==> src/rtc_pkg.sv <==
// constants shared by the real-time clock register core
package rtc_pkg;
  // ==========================================================
  // widths and address map
  localparam int DATA_W = 8;
  localparam int ADDR_W = 8;
  localparam int IDX_W = 7;
  localparam int TIME_REGS = 7;
  localparam int ALARM_REGS = 8;
  localparam int ALARM_FIELDS = 4;
  localparam int RAM_BYTES = 96;
  localparam logic [7:0] WR_FLAG = 8'h80;
  localparam logic [6:0] ADDR_TIME_LAST = 7'h06;
  localparam logic [6:0] ADDR_ALARM_A_FIRST = 7'h07;
  localparam logic [6:0] ADDR_ALARM_A_LAST = 7'h0A;
  localparam logic [6:0] ADDR_ALARM_B_FIRST = 7'h0B;
  localparam logic [6:0] ADDR_ALARM_B_LAST = 7'h0E;
  localparam logic [6:0] ADDR_CONTROL = 7'h0F;
  localparam logic [6:0] ADDR_STATUS = 7'h10;
  localparam logic [6:0] ADDR_CHARGER = 7'h11;
  localparam logic [6:0] ADDR_RSVD_FIRST = 7'h12;
  localparam logic [6:0] ADDR_RSVD_LAST = 7'h1F;
  localparam logic [6:0] ADDR_RAM_FIRST = 7'h20;
  // ==========================================================
  // time register indices, write masks and reset values
  localparam int T_SEC = 0;
  localparam int T_MIN = 1;
  localparam int T_HR = 2;
  localparam int T_WDAY = 3;
  localparam int T_DATE = 4;
  localparam int T_MON = 5;
  localparam int T_YEAR = 6;
  localparam logic [7:0] TIME_WMASK [0:6] = '{8'h7F, 8'h7F, 8'h7F, 8'h07, 8'h3F, 8'h1F, 8'hFF};
  localparam logic [7:0] TIME_RESET [0:6] = '{8'h00, 8'h00, 8'h00, 8'h01, 8'h01, 8'h01, 8'h00};
  localparam logic [7:0] ALARM_WMASK = 8'hFF;
  localparam logic [7:0] ALARM_DAY_WMASK = 8'h87;
  localparam logic [7:0] ALARM_RESET = 8'h00;
  localparam int ALARM_MASK_BIT = 7;
  localparam int HR_MODE_BIT = 6;
  localparam int HR_PM_BIT = 5;
  // ==========================================================
  // control and status fields
  localparam int CTL_HALT_BIT = 7;
  localparam int CTL_LOCK_BIT = 6;
  localparam int CTL_ROUTE_BIT = 2;
  localparam int CTL_EN_B_BIT = 1;
  localparam int CTL_EN_A_BIT = 0;
  localparam logic [7:0] CTL_WMASK = 8'hC7;
  localparam logic [7:0] CTL_RESET = 8'h80;
  localparam logic [7:0] CHARGER_RESET = 8'h5C;
  localparam logic [7:0] READ_ZERO = 8'h00;
  // ==========================================================
  // bcd limits of the calendar
  localparam logic [7:0] BCD_ZERO = 8'h00;
  localparam logic [7:0] SEC_LAST = 8'h59;
  localparam logic [7:0] MIN_LAST = 8'h59;
  localparam logic [5:0] HR24_LAST = 6'h23;
  localparam logic [5:0] HR24_FIRST = 6'h00;
  localparam logic [4:0] HR12_PRE = 5'h11;
  localparam logic [4:0] HR12_TOP = 5'h12;
  localparam logic [4:0] HR12_FIRST = 5'h01;
  localparam logic [7:0] WDAY_LAST = 8'h07;
  localparam logic [7:0] ONE_BCD = 8'h01;
  localparam logic [7:0] MONTH_LAST = 8'h12;
  localparam logic [7:0] YEAR_LAST = 8'h99;
  localparam logic [7:0] MON_FEB = 8'h02;
  localparam logic [7:0] MON_APR = 8'h04;
  localparam logic [7:0] MON_JUN = 8'h06;
  localparam logic [7:0] MON_SEP = 8'h09;
  localparam logic [7:0] MON_NOV = 8'h11;
  localparam logic [7:0] DIM_28 = 8'h28;
  localparam logic [7:0] DIM_29 = 8'h29;
  localparam logic [7:0] DIM_30 = 8'h30;
  localparam logic [7:0] DIM_31 = 8'h31;
  // ==========================================================
  // timebase: oscillator edges per second
  localparam int OSC_EDGES_PER_SEC = 32768;
endpackage

==> src/rtc_core.sv <==
// timekeeping, alarm and register core of a serial real-time clock
`timescale 1ns/100ps
module rtc_core #(
  parameter int OSC_EDGES = rtc_pkg::OSC_EDGES_PER_SEC
) (
  input wire logic mclk,
  input wire logic rst,
  input wire logic osc_clk,
  input wire logic xfer_start,
  input wire logic [rtc_pkg::ADDR_W-1:0] reg_addr,
  input wire logic [rtc_pkg::DATA_W-1:0] reg_wdata,
  input wire logic reg_wr,
  input wire logic reg_rd,
  output logic [rtc_pkg::DATA_W-1:0] reg_rdata,
  output logic irq_out_a_n,
  output logic irq_out_b_n
);
  import rtc_pkg::*;
  localparam int PW = $clog2(OSC_EDGES);
  localparam logic [PW-1:0] PRESCALE_LAST = PW'(OSC_EDGES - 1);
  localparam logic [PW-1:0] PRESCALE_ZERO = '0;
  function automatic logic [7:0] bcd_inc(input logic [7:0] v);
    logic [7:0] r;
    r = (v[3:0] == 4'h9) ? {v[7:4] + 4'h1, 4'h0} : {v[7:4], v[3:0] + 4'h1};
    return r;
  endfunction
  // ==========================================================
  // storage
  logic [7:0] time_q [0:TIME_REGS-1];
  logic [7:0] snap_q [0:TIME_REGS-1];
  logic [7:0] alarm_q [0:ALARM_REGS-1];
  logic [7:0] ram_q [0:RAM_BYTES-1];
  logic [7:0] ctl_q;
  logic [7:0] charger_q;
  logic alarm_a_flag_q;
  logic alarm_b_flag_q;
  logic [7:0] rdata_q;
  logic irq_a_n_q;
  logic irq_b_n_q;
  logic [2:0] osc_s_q;
  logic osc_lvl_q;
  logic [PW-1:0] prescale_q;

  // ==========================================================
  // register port decode
  wire [6:0] ridx = reg_addr[6:0];
  wire is_write_addr = reg_addr[7];
  wire oscillator_halt = ctl_q[CTL_HALT_BIT];
  wire write_lock = ctl_q[CTL_LOCK_BIT];
  wire alarm_pin_routing = ctl_q[CTL_ROUTE_BIT];
  wire alarm_a_irq_enable = ctl_q[CTL_EN_A_BIT];
  wire alarm_b_irq_enable = ctl_q[CTL_EN_B_BIT];
  wire wr_any = reg_wr && is_write_addr;
  wire wr_ok = wr_any && !write_lock;
  wire wr_ctl = wr_any && ridx == ADDR_CONTROL;
  wire wr_sec = wr_ok && ridx == 7'(T_SEC);
  wire wr_ram = wr_ok && ridx >= ADDR_RAM_FIRST;
  wire [6:0] ram_idx = ridx - ADDR_RAM_FIRST;
  wire touch = reg_wr || reg_rd;
  wire touch_a = touch && ridx >= ADDR_ALARM_A_FIRST && ridx <= ADDR_ALARM_A_LAST;
  wire touch_b = touch && ridx >= ADDR_ALARM_B_FIRST && ridx <= ADDR_ALARM_B_LAST;

  // ==========================================================
  // oscillator input: three-stage sampler, change taken when the last two agree
  wire osc_agree = osc_s_q[1] == osc_s_q[2];
  wire osc_rise = osc_agree && osc_s_q[2] && !osc_lvl_q;
  wire sec_tick = osc_rise && !oscillator_halt && prescale_q == PRESCALE_LAST;
  always_ff @(posedge mclk or posedge rst)
  begin
    if (rst)
    begin
      osc_s_q <= 3'h0;
      osc_lvl_q <= 1'b0;
    end
    else
    begin
      osc_s_q <= {osc_s_q[1:0], osc_clk};
      osc_lvl_q <= osc_agree ? osc_s_q[2] : osc_lvl_q;
    end
  end
  // writing seconds restarts the divider so a fresh second follows
  always_ff @(posedge mclk or posedge rst)
  begin
    if (rst)
      prescale_q <= PRESCALE_ZERO;
    else if (wr_sec)
      prescale_q <= PRESCALE_ZERO;
    else if (osc_rise && !oscillator_halt)
      prescale_q <= (prescale_q == PRESCALE_LAST) ? PRESCALE_ZERO : prescale_q + 1'b1;
  end

  // ==========================================================
  // next calendar value, all fields bcd
  wire [7:0] hr_q = time_q[T_HR];
  wire [7:0] yr_q = time_q[T_YEAR];
  wire [7:0] mon_q = time_q[T_MON];
  wire [7:0] inc12 = bcd_inc({3'h0, hr_q[4:0]});
  wire [7:0] inc24 = bcd_inc({2'h0, hr_q[5:0]});
  wire leap = yr_q[4] ? (yr_q[3:0] == 4'h2 || yr_q[3:0] == 4'h6)
                      : (yr_q[3:0] == 4'h0 || yr_q[3:0] == 4'h4 || yr_q[3:0] == 4'h8);
  wire short30 = mon_q == MON_APR || mon_q == MON_JUN || mon_q == MON_SEP || mon_q == MON_NOV;
  wire [7:0] month_end = (mon_q == MON_FEB) ? (leap ? DIM_29 : DIM_28) : (short30 ? DIM_30 : DIM_31);
  logic [7:0] nxt [0:TIME_REGS-1];
  logic c_min;
  logic c_hr;
  logic c_day;
  logic c_mon;
  logic c_yr;
  always_comb
  begin
    nxt = time_q;
    c_min = time_q[T_SEC] == SEC_LAST;
    c_hr = c_min && time_q[T_MIN] == MIN_LAST;
    c_day = 1'b0;
    c_mon = 1'b0;
    c_yr = 1'b0;
    nxt[T_SEC] = c_min ? BCD_ZERO : bcd_inc(time_q[T_SEC]);
    if (c_min)
      nxt[T_MIN] = c_hr ? BCD_ZERO : bcd_inc(time_q[T_MIN]);
    if (c_hr)
    begin
      if (hr_q[HR_MODE_BIT])
      begin
        if (hr_q[4:0] == HR12_TOP)
          nxt[T_HR] = {hr_q[7:5], HR12_FIRST};
        else if (hr_q[4:0] == HR12_PRE)
        begin
          nxt[T_HR] = {hr_q[7:6], ~hr_q[HR_PM_BIT], HR12_TOP};
          c_day = hr_q[HR_PM_BIT];
        end
        else
          nxt[T_HR] = {hr_q[7:5], inc12[4:0]};
      end
      else if (hr_q[5:0] == HR24_LAST)
      begin
        nxt[T_HR] = {hr_q[7:6], HR24_FIRST};
        c_day = 1'b1;
      end
      else
        nxt[T_HR] = {hr_q[7:6], inc24[5:0]};
    end
    if (c_day)
    begin
      nxt[T_WDAY] = (time_q[T_WDAY] == WDAY_LAST) ? ONE_BCD : time_q[T_WDAY] + ONE_BCD;
      c_mon = time_q[T_DATE] == month_end;
      nxt[T_DATE] = c_mon ? ONE_BCD : bcd_inc(time_q[T_DATE]);
    end
    if (c_mon)
    begin
      c_yr = mon_q == MONTH_LAST;
      nxt[T_MON] = c_yr ? ONE_BCD : bcd_inc(mon_q);
    end
    if (c_yr)
      nxt[T_YEAR] = (yr_q == YEAR_LAST) ? BCD_ZERO : bcd_inc(yr_q);
  end

  // ==========================================================
  // time, alarm and ram registers; a host write beats the tick for its field
  genvar gi;
  generate
    for (gi = 0; gi < TIME_REGS; gi++)
    begin : g_time
      always_ff @(posedge mclk or posedge rst)
      begin
        if (rst)
          time_q[gi] <= TIME_RESET[gi];
        else if (wr_ok && ridx == 7'(gi))
          time_q[gi] <= reg_wdata & TIME_WMASK[gi];
        else if (sec_tick)
          time_q[gi] <= nxt[gi];
      end
    end
    for (gi = 0; gi < ALARM_REGS; gi++)
    begin : g_alarm
      localparam logic [7:0] WM = (gi % ALARM_FIELDS == ALARM_FIELDS - 1) ? ALARM_DAY_WMASK : ALARM_WMASK;
      always_ff @(posedge mclk or posedge rst)
      begin
        if (rst)
          alarm_q[gi] <= ALARM_RESET;
        else if (wr_ok && ridx == ADDR_ALARM_A_FIRST + 7'(gi))
          alarm_q[gi] <= reg_wdata & WM;
      end
    end
  endgenerate
  // battery-backed contents are not cleared by reset
  always_ff @(posedge mclk)
  begin
    if (wr_ram)
      ram_q[ram_idx] <= reg_wdata;
  end
  always_ff @(posedge mclk or posedge rst)
  begin
    if (rst)
      ctl_q <= CTL_RESET;
    else if (wr_ctl && write_lock)
      ctl_q[CTL_LOCK_BIT] <= reg_wdata[CTL_LOCK_BIT];
    else if (wr_ctl)
      ctl_q <= reg_wdata & CTL_WMASK;
  end
  always_ff @(posedge mclk or posedge rst)
  begin
    if (rst)
      charger_q <= CHARGER_RESET;
    else if (wr_ok && ridx == ADDR_CHARGER)
      charger_q <= reg_wdata;
  end
  // ==========================================================
  // snapshot: taken at each transaction start, then left alone
  always_ff @(posedge mclk or posedge rst)
  begin
    if (rst)
      snap_q <= TIME_RESET;
    else if (xfer_start)
      snap_q <= time_q;
  end

  // ==========================================================
  // alarm match against the time that the tick is about to load
  logic [ALARM_FIELDS-1:0] hit_a;
  logic [ALARM_FIELDS-1:0] hit_b;
  generate
    for (gi = 0; gi < ALARM_FIELDS; gi++)
    begin : g_match
      assign hit_a[gi] = alarm_q[gi][ALARM_MASK_BIT] || alarm_q[gi][6:0] == nxt[gi][6:0];
      assign hit_b[gi] = alarm_q[gi + ALARM_FIELDS][ALARM_MASK_BIT]
                         || alarm_q[gi + ALARM_FIELDS][6:0] == nxt[gi][6:0];
    end
  endgenerate
  wire match_a = &hit_a;
  wire match_b = &hit_b;
  wire set_a = sec_tick && match_a;
  wire set_b = sec_tick && match_b;
  // a match in the same cycle as a clearing access still sets the flag
  always_ff @(posedge mclk or posedge rst)
  begin
    if (rst)
    begin
      alarm_a_flag_q <= 1'b0;
      alarm_b_flag_q <= 1'b0;
    end
    else
    begin
      alarm_a_flag_q <= set_a || (alarm_a_flag_q && !touch_a);
      alarm_b_flag_q <= set_b || (alarm_b_flag_q && !touch_b);
    end
  end

  // ==========================================================
  // interrupt pins, active low
  wire req_a = alarm_a_flag_q && alarm_a_irq_enable;
  wire req_b = alarm_b_flag_q && alarm_b_irq_enable;
  wire pin_a = req_a || (!alarm_pin_routing && req_b);
  wire pin_b = alarm_pin_routing && req_b;
  always_ff @(posedge mclk or posedge rst)
  begin
    if (rst)
    begin
      irq_a_n_q <= 1'b1;
      irq_b_n_q <= 1'b1;
    end
    else
    begin
      irq_a_n_q <= !pin_a;
      irq_b_n_q <= !pin_b;
    end
  end

  // ==========================================================
  // read mux; a read in the start cycle sees the live time, the same value the snapshot takes
  wire [2:0] tidx = ridx[2:0];
  wire [2:0] aidx = 3'(ridx - ADDR_ALARM_A_FIRST);
  wire [7:0] time_view = xfer_start ? time_q[tidx] : snap_q[tidx];
  wire [7:0] status_view = {6'h00, alarm_b_flag_q, alarm_a_flag_q};
  wire [7:0] rd_val = (ridx <= ADDR_TIME_LAST) ? time_view
                    : (ridx <= ADDR_ALARM_B_LAST) ? alarm_q[aidx]
                    : (ridx == ADDR_CONTROL) ? ctl_q
                    : (ridx == ADDR_STATUS) ? status_view
                    : (ridx == ADDR_CHARGER) ? charger_q
                    : (ridx >= ADDR_RAM_FIRST) ? ram_q[ram_idx]
                    : READ_ZERO;
  always_ff @(posedge mclk or posedge rst)
  begin
    if (rst)
      rdata_q <= READ_ZERO;
    else
      rdata_q <= (reg_rd && !is_write_addr) ? rd_val : READ_ZERO;
  end
  assign reg_rdata = rdata_q;
  assign irq_out_a_n = irq_a_n_q;
  assign irq_out_b_n = irq_b_n_q;
endmodule

==> config.mk <==
export PLATFORM = sky130hd
export DESIGN_NAME = rtc_core
export DESIGN_NICKNAME = d
export VERILOG_FILES = /design/src/rtc_pkg.sv /design/src/rtc_core.sv
export SDC_FILE = /design/constraint.sdc
export NUM_CORES = 1
export LEC_CHECK = 0
export BUFFER_PORTS_ARGS = -buffer_cell sky130_fd_sc_hd__buf_2
export CAP_MARGIN = 20
export CELL_PAD_IN_SITES_DETAIL_PLACEMENT = 0
export CELL_PAD_IN_SITES_GLOBAL_PLACEMENT = 1
export CORE_AREA = 8 8 282 284
export DETAILED_ROUTE_END_ITERATION = 8
export DIE_AREA = 0 0 290 292
export GPL_ROUTABILITY_DRIVEN = 0
export PLACE_DENSITY_LB_ADDON = 0.1
export SLEW_MARGIN = 30
export SYNTH_ARGS = -nofsm -noshare
export SYNTH_HDL_FRONTEND = slang
export SYNTH_SLANG_ARGS = --single-unit
==> constraint.sdc <==
create_clock -name mclk -period 13.2 [get_ports mclk]
set_input_delay 3.96 -clock mclk [delete_from_list [all_inputs] [get_ports mclk]]
set_output_delay 3.96 -clock mclk [all_outputs]
set_load 0.1 [all_outputs]
# Word level (Yosys, flattened, before mapping)
# Memory sizes are Yosys's and may differ from the RTL's.
# Index checks and enable logic that the tools add are counted.
[totals]
wordCells = 291
ram_bits = 768
n_memories = 1
reg_bits = 212
[classes]
reduce_logical = 99
order_cmp = 8
n_bitwise = 4
eq_ne = 51
n_mux = 71
n_addsub = 17
[mem_list]
columns = ["name", "words", "width", "rd", "rd_clocked_by_memory_dff", "write_ports", "line_no", "text"]
rows = [
  ["ram_q", 96, 8, 1, 0, 1, "rtc_core.sv:32", "logic [7:0] ram_q [0:RAM_BYTES-1];"],
]
[ops]
columns = ["operator", "n"]
rows = [
  ["$mux 8", 44],
  ["$bmux 8 s3", 3],
  ["$eq 7x4->1 const B", 8],
  ["$mux 15", 3],
  ["$add 4x1->4 const B", 11],
  ["$eq 7x7->1", 6],
  ["$logic_and 1x1->1", 39],
  ["$eq 4x4->1 const B", 7],
  ["$eq 7x3->1 const B", 4],
  ["$reduce_bool 2->1", 14],
  ["$eq 8x3->1 const B", 3],
  ["$mux 6", 4],
  ["$logic_or 1x1->1", 18],
  ["$eq 8x5->1 const B", 2],
  ["$eq 8x7->1 const B", 2],
  ["$mux 16", 1],
  ["$add 15x1->15 const B", 1],
  ["$eq 15x15->1 const B", 1],
  ["$reduce_bool 3->1", 5],
  ["$eq 3x7->1", 2],
  ["$eq 7x2->1 const B", 2],
  ["$eq 7x5->1 const B", 2],
  ["$le 7x4->1 const B", 2],
  ["$mux 1", 13],
  ["other kinds (30)", 53],
]

# Longest topological paths before layout
# Gate-level depths: netlist of the first run.
[logic_depth]
depth_word = 14
depth_mapped = 14
mapped_depth_nobuf = 9

# Worst setup path before layout of the first run
# OpenSTA, ideal clock, no wires.
[synth_timing]
kind = "input to register"
start = "input reg_addr[0] (netlist bit)"
end = "register rdata_q[6] (netlist: reg_rdata[6])"
n_path_buf = 5
setup_time_ns = 0.124
required_time_ns = 13.076
t_arrival_ns = 6.635
cell_stages = 12
setup_slack_ns = 6.441
cell_sequence = "clkbuf_2 -> buf_2 -> inv_1 -> clkbuf_1 -> clkbuf_1 -> ha_1 -> clkbuf_1 -> mux4_2 -> a221oi_1 -> a21o_1 -> nor4_1 -> a211o_1"
[synth_via]
elab_chain_len = 9
[synth_rtl]
columns = ["item", "line_no", "text"]
rows = [
  ["start, declared", "rtc_core.sv:10", "input wire logic [rtc_pkg::ADDR_W-1:0] reg_addr,"],
  ["$sub 7x6->7", "rtc_core.sv:58", "wire [6:0] ram_idx = ridx - ADDR_RAM_FIRST;"],
  ["$mem_v2 96x8", "n/a", ""],
  ["$mux 8", "rtc_core.sv:279", ": (ridx >= ADDR_RAM_FIRST) ? ram_q[ram_idx]"],
  ["$mux 8", "rtc_core.sv:278", ": (ridx == ADDR_CHARGER) ? charger_q"],
  ["$mux 8", "rtc_core.sv:277", ": (ridx == ADDR_STATUS) ? status_view"],
  ["$mux 8", "rtc_core.sv:276", ": (ridx == ADDR_CONTROL) ? ctl_q"],
  ["$mux 8", "rtc_core.sv:275", ": (ridx <= ADDR_ALARM_B_LAST) ? alarm_q[aidx]"],
  ["$mux 8 *", "rtc_core.sv:274", "wire [7:0] rd_val = (ridx <= ADDR_TIME_LAST) ? time_view"],
  ["$mux 8 *", "rtc_core.sv:286", "rdata_q <= (reg_rd && !is_write_addr) ? rd_val : READ_ZERO;"],
  ["end signal, assigned", "rtc_core.sv:286", ""],
  ["end, declared", "rtc_core.sv:37", "logic [7:0] rdata_q;"],
]
# Every way passes the cells marked *; elsewhere a longest branch is shown, timed or not. The select of a mux whose other input is x is not followed.
# A chain may end at the register's enable or synchronous reset.

# Final worst setup path of the first run
[layout_timing]
start = "input reg_addr[0] (netlist bit)"
end = "register rdata_q[5] (netlist: reg_rdata[5])"
# The elaborated chain is that of the path after synthesis.

==> results of run 1 <==
metrics by stage:
stage / setup slack [ps] / cells
6_report: 5810 / 4086
5_1_grt: 5770 / 4086
4_1_cts: 5990 / 4086
3_5_place_dp: 5280 / 3903
3_3_place_gp: 5160 / 3903
2_1_floorplan: 3520 / 3056
cells by family after synthesis:
family                   count (synthesis)  share of synthesized area
AND/OR/NAND/NOR                        665                     0.0756
adder cells (fa/ha/maj)                 29                    0.00844
AO/OA/AOI/OAI                          737                      0.126
buffers and inverters                  245                     0.0239
flip-flops                             978                      0.659
multiplexers                           330                     0.0920
XOR/XNOR                                72                     0.0151
sequential cells by signal, summed over array words and instances, names as in the netlist, 15 cells and up:
register	flops
prescale_q	15
ram_q	768
alarm_q	56
snap_q	55
time_q	32
routing by layer:
layer / global-route usage / part of all wire
met2: 0.491 / 0.47
met3: 0.0636 / 0.11
met4: 0.112 / 0.037
met5: 0 / 0.00014
met1: 0.426 / 0.39
layout make-up:
class / instances / area share
sequential: 978 / 0.598
clock buffer: 125 / 0.0555
clock inverter: 58 / 0.0147
inverter: 37 / 0.00320
tap: 978 / 0.0258
timing repair buffer: 77 / 0.0127
multi-input combinational: 1833 / 0.290
power by group through the flow:
stage / registers (mW) / clock network [mW] / logic, mW
4_1_cts: 3.45 / 2.92 / 0.533
3_5_place_dp: 3.51 / 0 / 0.531
5_1_grt: 3.45 / 3.04 / 0.572
3_3_place_gp: 3.51 / 0 / 0.523
2_1_floorplan: 3.48 / 0 / 0.325
6_report: 3.45 / 2.90 / 0.542
worst register-to-register path, stage by stage (launching register included):
cell and delay (ps):
dfrtp_1 420, nand3b_1 550, a21oi_1 770, nand2_1 840, nor2_1 1040
final timing paths:
| path | from | to | slack (ps) | depth (start not counted) |
|---|---|---|---|---|
| worst max register to register | ctl_q[6]$_DFFE_PP0P_ | ram_q[8][1]$_DFFE_PP_ | 9200 | 4 |
| worst min-delay path | osc_s_q[0]$_DFF_PP0_ | osc_s_q[1]$_DFF_PP0_ | 350 | 0 |
| worst min register to register | osc_s_q[0]$_DFF_PP0_ | osc_s_q[1]$_DFF_PP0_ | 350 | 0 |
| max in group asynchronous | rst | mon_q[6]$_DFFE_PP0P_ | 8510 | 3 |
| min in group asynchronous | rst | hr_q[4]$_DFFE_PP0P_ | 3390 | 2 |
| worst max-delay path | reg_addr[0] | reg_rdata[5]$_DFF_PP0_ | 5810 | 10 |
placed cells by master (no fill, tap or decap), types with 14 or more instances in the layout:
master / netlist / layout
edfxtp_1: 768 / 768
mux2_2: 231 / 231
nor2_1: 232 / 228
dfrtp_1: 197 / 197
nand2_1: 177 / 172
a221oi_1: 130 / 130
a21oi_1: 110 / 110
clkbuf_16: 0 / 100
o21ai_0: 99 / 99
a22oi_1: 92 / 92
mux2i_1: 70 / 70
buf_4: 7 / 46
o211ai_1: 42 / 42
nand3_1: 41 / 41
xnor2_1: 40 / 40
nor3_1: 41 / 39
inv_1: 35 / 33
xor2_1: 31 / 31
a31oi_1: 29 / 29
mux4_2: 29 / 29
ha_1: 29 / 29
o22ai_1: 26 / 26
nand2b_1: 22 / 22
clkbuf_1: 120 / 22
clkinv_1: 2 / 20
buf_2: 52 / 20
a221o_1: 19 / 19
and3_1: 18 / 18
nand4_1: 17 / 17
o221ai_1: 17 / 17
o2111ai_1: 15 / 15
clkinv_2: 0 / 15
nor2b_1: 19 / 14
a211oi_1: 14 / 14
o2bb2ai_1: 14 / 14
bufinv_16: 0 / 14
==> run_results.csv, run 1 <==
group,metric,value,unit
global_routing,overflow,0,
finish,area_growth,10.1,%
power_and_ir_drop,comb_power_share,0.079,
yosys,yosysUniqueCellTypes,96,
placement,place_area,44000,µm²
timing,worst_slew_pin_slew,1090,ps
power_and_ir_drop,p_clk_frac,0.421,
worst_setup_path,cp_num_buf_inv,3,
power_and_ir_drop,ir_drop,0.120,mV
yosys,async_flop_share,0.215,
cts,max-clock-path-buffers,3,
job,cap_violations,0,
finish,regArea,28300,µm²
finish,fillers,5486,
yosys,synth_edf_count,768,
power_and_ir_drop,p_sw,1.65,mW
route,drt-total-wl,135000,µm
route,vias,28700,
worst_setup_path,cp-start-kind,"input port",
route,drc_errors,0,
worst_setup_path,cp.required,13810,ps
global_routing,grt_max_degree,132,
worst_setup_path,cp-end-kind,"flip-flop",
cts,cts_tree,"yes",
timing,finalMaxSlewViolations,0,
cts,cts_buffers,100,
yosys,synth_largest_area_cell,"edfxtp_1",
floorplanning,num_rows,101,
route,wl_per_cell,32.9,µm
floorplanning,die_area,84700,µm²
yosys,ys.flop_type,"edfxtp_1",
global_routing,grt_pass1_vias,28100,
worst_setup_path,cp_cell_sequence,"buf_8 -> buf_12 -> nor2b_2 -> buf_4 -> a221o_1 -> a221oi_1 -> a2111oi_1 -> nor4_1 -> o21ai_0 -> o211a_1",
yosys,synthesis.area,43000,µm²
yosys,synthCells,3056,
finish,final_nets,3078,
yosys,syn_nets,3107,
worst_setup_path,slowest_delay,900,ps
power_and_ir_drop,power.density,145,nW/µm²
floorplanning,core-area,75200,µm²
timing,skew,20.8,ps
cts,post_cts_resized,0,
cts,clkTransAtPathRegs,60,ps
floorplanning,die_h,292,µm
placement,hpwl,81900,µm
timing,setup_violations,0,
power_and_ir_drop,fin_total_pwr,6.89,mW
timing,relSlewSlack,0.273,
timing,max_freq,135,MHz
yosys,synthTopCellsByArea,"edfxtp_1 54%, dfrtp_1 11%, mux2_2 6.0%, a221oi_1 2.6%, nor2_1 2.0%",
power_and_ir_drop,pwr-share-seq,0.501,
placement,io_buffers,31,
cts,cts-root-buf,"clkbuf_16",
timing,layout_min_cycle_time,7390,ps
timing,fin_crit_sh,0.560,
status,outcome,"complete, no violations",
finish,fin_area,47400,µm²
yosys,synthTopCellsByCount,"768 x edfxtp_1, 232 x nor2_1, 231 x mux2_2, 197 x dfrtp_1, 177 x nand2_1",
yosys,yosys.area.top_type_share,0.536,
route,via_per_inst,7.04,
route,firstDrtPassIters,6,
finish,multi_input_comb_area,13700,µm²
route,ant_nets,0,
yosys,synth_warnings,0,
yosys,avgSynthCellArea,14.1,µm²
floorplanning,initial_core_util,0.572,
worst_setup_path,critical_path.max_fanout,100,
yosys,synth_seq_cells,978,
finish,n_antenna_cell,0,
timing,finalHoldViolCount,0,
finish,post-route-util,0.630,
route,dr.first_iter.drc_count,3752,
cts,postCtsHoldBufs,0,
floorplanning,io_pins,32,
global_routing,grtUsageTotal,0.310,
yosys,yosysMostFrequentCell,"edfxtp_1",
timing,fin_setup_tns,0,ps
power_and_ir_drop,cell_internal_pwr,5.24,mW
yosys,yosysSeqAreaShare,0.659,
finish,drive_above_1_share,0.176,
cts,htreeDepth,3,
cts,insertion_delay,680,ps
worst_setup_path,critical-path-slowest-cell,"a2111oi_1",
timing,rsz0062_at_grt,"false",
worst_setup_path,worst_ep_arrival_time,8000,ps
timing,holdWs,349,ps
global_routing,grt_pass1_wl,196000,µm
worst_setup_path,critPathKind,"in2reg",
worst_setup_path,cp_top_family,"compound AO/OA/AOI/OAI gates",
power_and_ir_drop,leakagePower,16.2,nW
cts,cts_setup_buffers,0,
global_routing,antenna_found_initial,2,
power_and_ir_drop,switching_share,0.239,
min_path,hp-class,"reg2reg",
floorplanning,die_width,290,µm
cts,cts_num_sinks,978,
No activity file was read; power rests on OpenSTA's default activity.
==> run 2: changes to the inputs <==
--- a/config.mk
+++ b/config.mk
@@ -5,13 +5,14 @@
 export SDC_FILE = /design/constraint.sdc
 export NUM_CORES = 1
 export LEC_CHECK = 0
+export ABC_AREA = 1
 export BUFFER_PORTS_ARGS = -buffer_cell sky130_fd_sc_hd__buf_2
 export CAP_MARGIN = 20
 export CELL_PAD_IN_SITES_DETAIL_PLACEMENT = 0
 export CELL_PAD_IN_SITES_GLOBAL_PLACEMENT = 1
-export CORE_AREA = 8 8 282 284
+export CORE_AREA = 8 8 317 319
 export DETAILED_ROUTE_END_ITERATION = 8
-export DIE_AREA = 0 0 290 292
+export DIE_AREA = 0 0 325 327
 export GPL_ROUTABILITY_DRIVEN = 0
 export PLACE_DENSITY_LB_ADDON = 0.1
 export SLEW_MARGIN = 30
==> constraint.sdc (replaced) <==
create_clock -name mclk -period 6.8 [get_ports mclk]
set_input_delay 2.04 -clock mclk [delete_from_list [all_inputs] [get_ports mclk]]
set_output_delay 2.04 -clock mclk [all_outputs]
set_load 0.1 [all_outputs]
==> run 2 against run 1 <==
  * Clock skew is 2.2 ps higher
  * Cell count up 37%
  * Non-clock buffer count is 60 higher
  * Worst setup slack worse by 4000 ps
  * Global-route usage is 4.8 points lower
  * Core utilization decreased by 12 points
  * Flip-flop and latch count unchanged
  * Sequential share of layout area fell by 1.2 points
==> run_results.csv, run 2 <==
group,metric,value,unit
timing,setup_violations,0,
floorplanning,die_width,325,µm
worst_setup_path,cp-start-kind,"input port",
floorplanning,die_h,327,µm
yosys,yosysUniqueCellTypes,67,
min_path,min_path_cells,0,
timing,worst_slew_pin_slew,1000,ps
yosys,syn_nets,4240,
worst_setup_path,rr_worst_depth,6,
power_and_ir_drop,p_sw,3.24,mW
power_and_ir_drop,leakagePower,18.8,nW
floorplanning,initial_core_util,0.453,
min_path,worstHoldStart,"osc_s_q[0]$_DFF_PP0_",
finish,final_common_cell,"nand2_1",
min_path,hp-class,"reg2reg",
cts,postCtsHoldBufs,0,
timing,layout_min_cycle_time,5000,ps
global_routing,grtUsageTotal,0.262,
power_and_ir_drop,fin_total_pwr,13.2,mW
yosys,synthesis.area,43400,µm²
cts,htreeDepth,3,
worst_setup_path,cp_cell_sequence,"buf_2 -> nor2_4 -> nand2_2 -> buf_4 -> inv_2 -> nand2_1 -> buf_4 -> nor2_1",
finish,fin_area,48400,µm²
yosys,avgSynthCellArea,10.4,µm²
finish,post-route-util,0.505,
worst_setup_path,critical_path.max_fanout,20,
placement,io_buffers,31,
global_routing,overflow,0,
power_and_ir_drop,comb_power_share,0.076,
route,via_per_inst,5.58,
yosys,synth_warnings,0,
finish,fillers,8738,
cts,clkTransAtPathRegs,60,ps
timing,finalHoldViolCount,0,
yosys,synth_seq_cells,978,
global_routing,antenna_found_initial,5,
cts,post_cts_resized,0,
status,outcome,"complete, no violations",
floorplanning,die_area,106000,µm²
worst_setup_path,cp_common_cell,"buf_4",
yosys,ys.flop_type,"edfxtp_1",
route,firstDrtPassIters,6,
yosys,synthTopCellsByArea,"edfxtp_1 53%, nand2_1 13%, dfrtp_1 11%, o21ai_0 3.0%, nor2_1 2.8%",
yosys,synth_edf_count,768,
finish,drive_above_1_share,0.0971,
worst_setup_path,critical-path-slowest-cell,"nor2_4",
placement,hpwl,93000,µm
finish,top_register,"ram_q",
route,wl_per_cell,25.3,µm
timing,skew,23.1,ps
timing,rsz0062_at_grt,"false",
floorplanning,num_rows,114,
route,vias,31300,
cts,insertion_delay,680,ps
power_and_ir_drop,cell_internal_pwr,10.0,mW
finish,largest_register_ff_count,768,
placement,place_area,44900,µm²
cts,cts_tree,"yes",
worst_setup_path,critPathKind,"in2reg",
power_and_ir_drop,pwr-share-seq,0.500,
worst_setup_path,r2r_start,"ctl_q[6]$_DFFE_PP0P_",
worst_setup_path,cp-end-kind,"flip-flop",
floorplanning,io_pins,32,
yosys,yosysMostFrequentCell,"nand2_1",
worst_setup_path,worst_ep_arrival_time,5310,ps
timing,fin_setup_tns,0,ps
cts,cts-root-buf,"clkbuf_16",
worst_setup_path,r2r_end,"ram_q[46][4]$_DFFE_PP_",
timing,finalMaxSlewViolations,0,
power_and_ir_drop,ir_drop,0.213,mV
yosys,synthCells,4189,
worst_setup_path,slowest_delay,730,ps
yosys,yosysSeqAreaShare,0.653,
yosys,synth_largest_area_cell,"edfxtp_1",
global_routing,grt_max_degree,123,
yosys,async_flop_share,0.215,
power_and_ir_drop,switching_share,0.245,
finish,final_nets,4297,
finish,reg.largest.list,"ram_q (768), alarm_q (56), snap_q (55)",
job,cap_violations,0,
worst_setup_path,cp.required,7110,ps
yosys,synthTopCellsByCount,"1475 x nand2_1, 768 x edfxtp_1, 326 x nor2_1, 256 x o21ai_0, 200 x inv_1",
timing,fin_crit_sh,0.736,
timing,relSlewSlack,0.332,
global_routing,grt_pass1_wl,209000,µm
route,drt-total-wl,142000,µm
cts,cts_setup_buffers,0,
route,ant_nets,0,
yosys,yosys.area.top_type_share,0.532,
min_path,hold-path-endpoint,"osc_s_q[1]$_DFF_PP0_",
route,dr.first_iter.drc_count,3348,
cts,cts_num_sinks,978,
floorplanning,core-area,95700,µm²
route,drc_errors,0,
cts,max-clock-path-buffers,3,
cts,cts_buffers,105,
finish,final_cell_mix,"1475 x nand2_1, 768 x edfxtp_1, 317 x nor2_1, 256 x o21ai_0",
worst_setup_path,rrSetupSlack,3790,ps
power_and_ir_drop,power.density,274,nW/µm²
power_and_ir_drop,p_clk_frac,0.424,
timing,max_freq,200,MHz
global_routing,grt_pass1_vias,30300,
finish,area_growth,11.5,%
-- run 2: changes by cell type after synthesis, sizes merged, moves of 123 or more --
cell    change
a221oi    -123
inv       +187
mux2      -230
nand2    +1321
nor2      +124
o21ai     +212
-- run 2: cell type report --
class                   instances  area [µm²]  share of cell area
repair buffers                137        1050              0.0218
flip-flops and latches        978       28300               0.586
diodes                          1        2.50           0.0000518
multi-input cells            2799       13200               0.272
inverters                     225         875              0.0181
clock buffers                 151        2930              0.0607
clock inverters                46         409             0.00846
well taps                    1276        1600              0.0330
-- run 2: power groups by stage --
stage / logic, mW / registers, mW / clock network, mW
after floorplan: 0.572 / 6.73 / 0
after detailed placement: 0.997 / 6.74 / 0
after CTS: 1.00 / 6.62 / 5.71
final: 1.01 / 6.62 / 5.62
after global placement: 0.995 / 6.74 / 0
after global routing: 1.10 / 6.62 / 5.92
-- run 2: worst max path at each step --
stage,slack (ps),startpoint,cells after the start,end
final,1800,reg_addr[2],8,ram_q[48][7]$_DFFE_PP_
after global routing,1720,reg_addr[2],8,ram_q[88][3]$_DFFE_PP_
after CTS,1860,reg_addr[1],15,reg_rdata[4]$_DFF_PP0_
after detailed placement,1130,reg_addr[2],15,reg_rdata[4]$_DFF_PP0_
after global placement,1190,reg_addr[1],15,reg_rdata[4]$_DFF_PP0_
after floorplan,2040,rst,1,alarm_a_flag_q$_DFF_PP0_
-- run 2: layer usage --
layer  global-route usage  wire length (µm)  vias up
met5                    0                 0        -
met3               0.0342              9410      208
met2                0.412             65000     1211
li1                     -                 -    14400
met1                0.378             63000    15500
met4               0.0826              4350        0
-- run 2: worst max-delay path, delay by kind of cell --
family | cells | cell delay [ps]
simple gates | 4 | 1790
buf+inv | 4 | 1410
-- run 2: cell families (layout without fill, tap and decap cells) --
family / after synthesis / count (layout) / share of synthesized area
buf+inv: 412 / 559 / 0.0448
other cells: 0 / 1 / 0
compound gates: 643 / 643 / 0.0860
fa+ha+maj: 29 / 29 / 0.00837
flops: 978 / 978 / 0.653
xor+xnor: 47 / 47 / 0.00966
mux: 1 / 1 / 0.000260
simple gates: 2079 / 2079 / 0.198
-- run 2: metrics by stage --
| step | setup WS, ps | std cells | hold slack [ps] |
|---|---|---|---|
| floorplan | 2040 | 4189 | 331 |
| global placement | 1190 | 5413 | 334 |
| detailed placement | 1130 | 5413 | 336 |
| CTS | 1860 | 5610 | 350 |
| global route | 1720 | 5612 | 353 |
| finish | 1800 | 5613 | 348 |
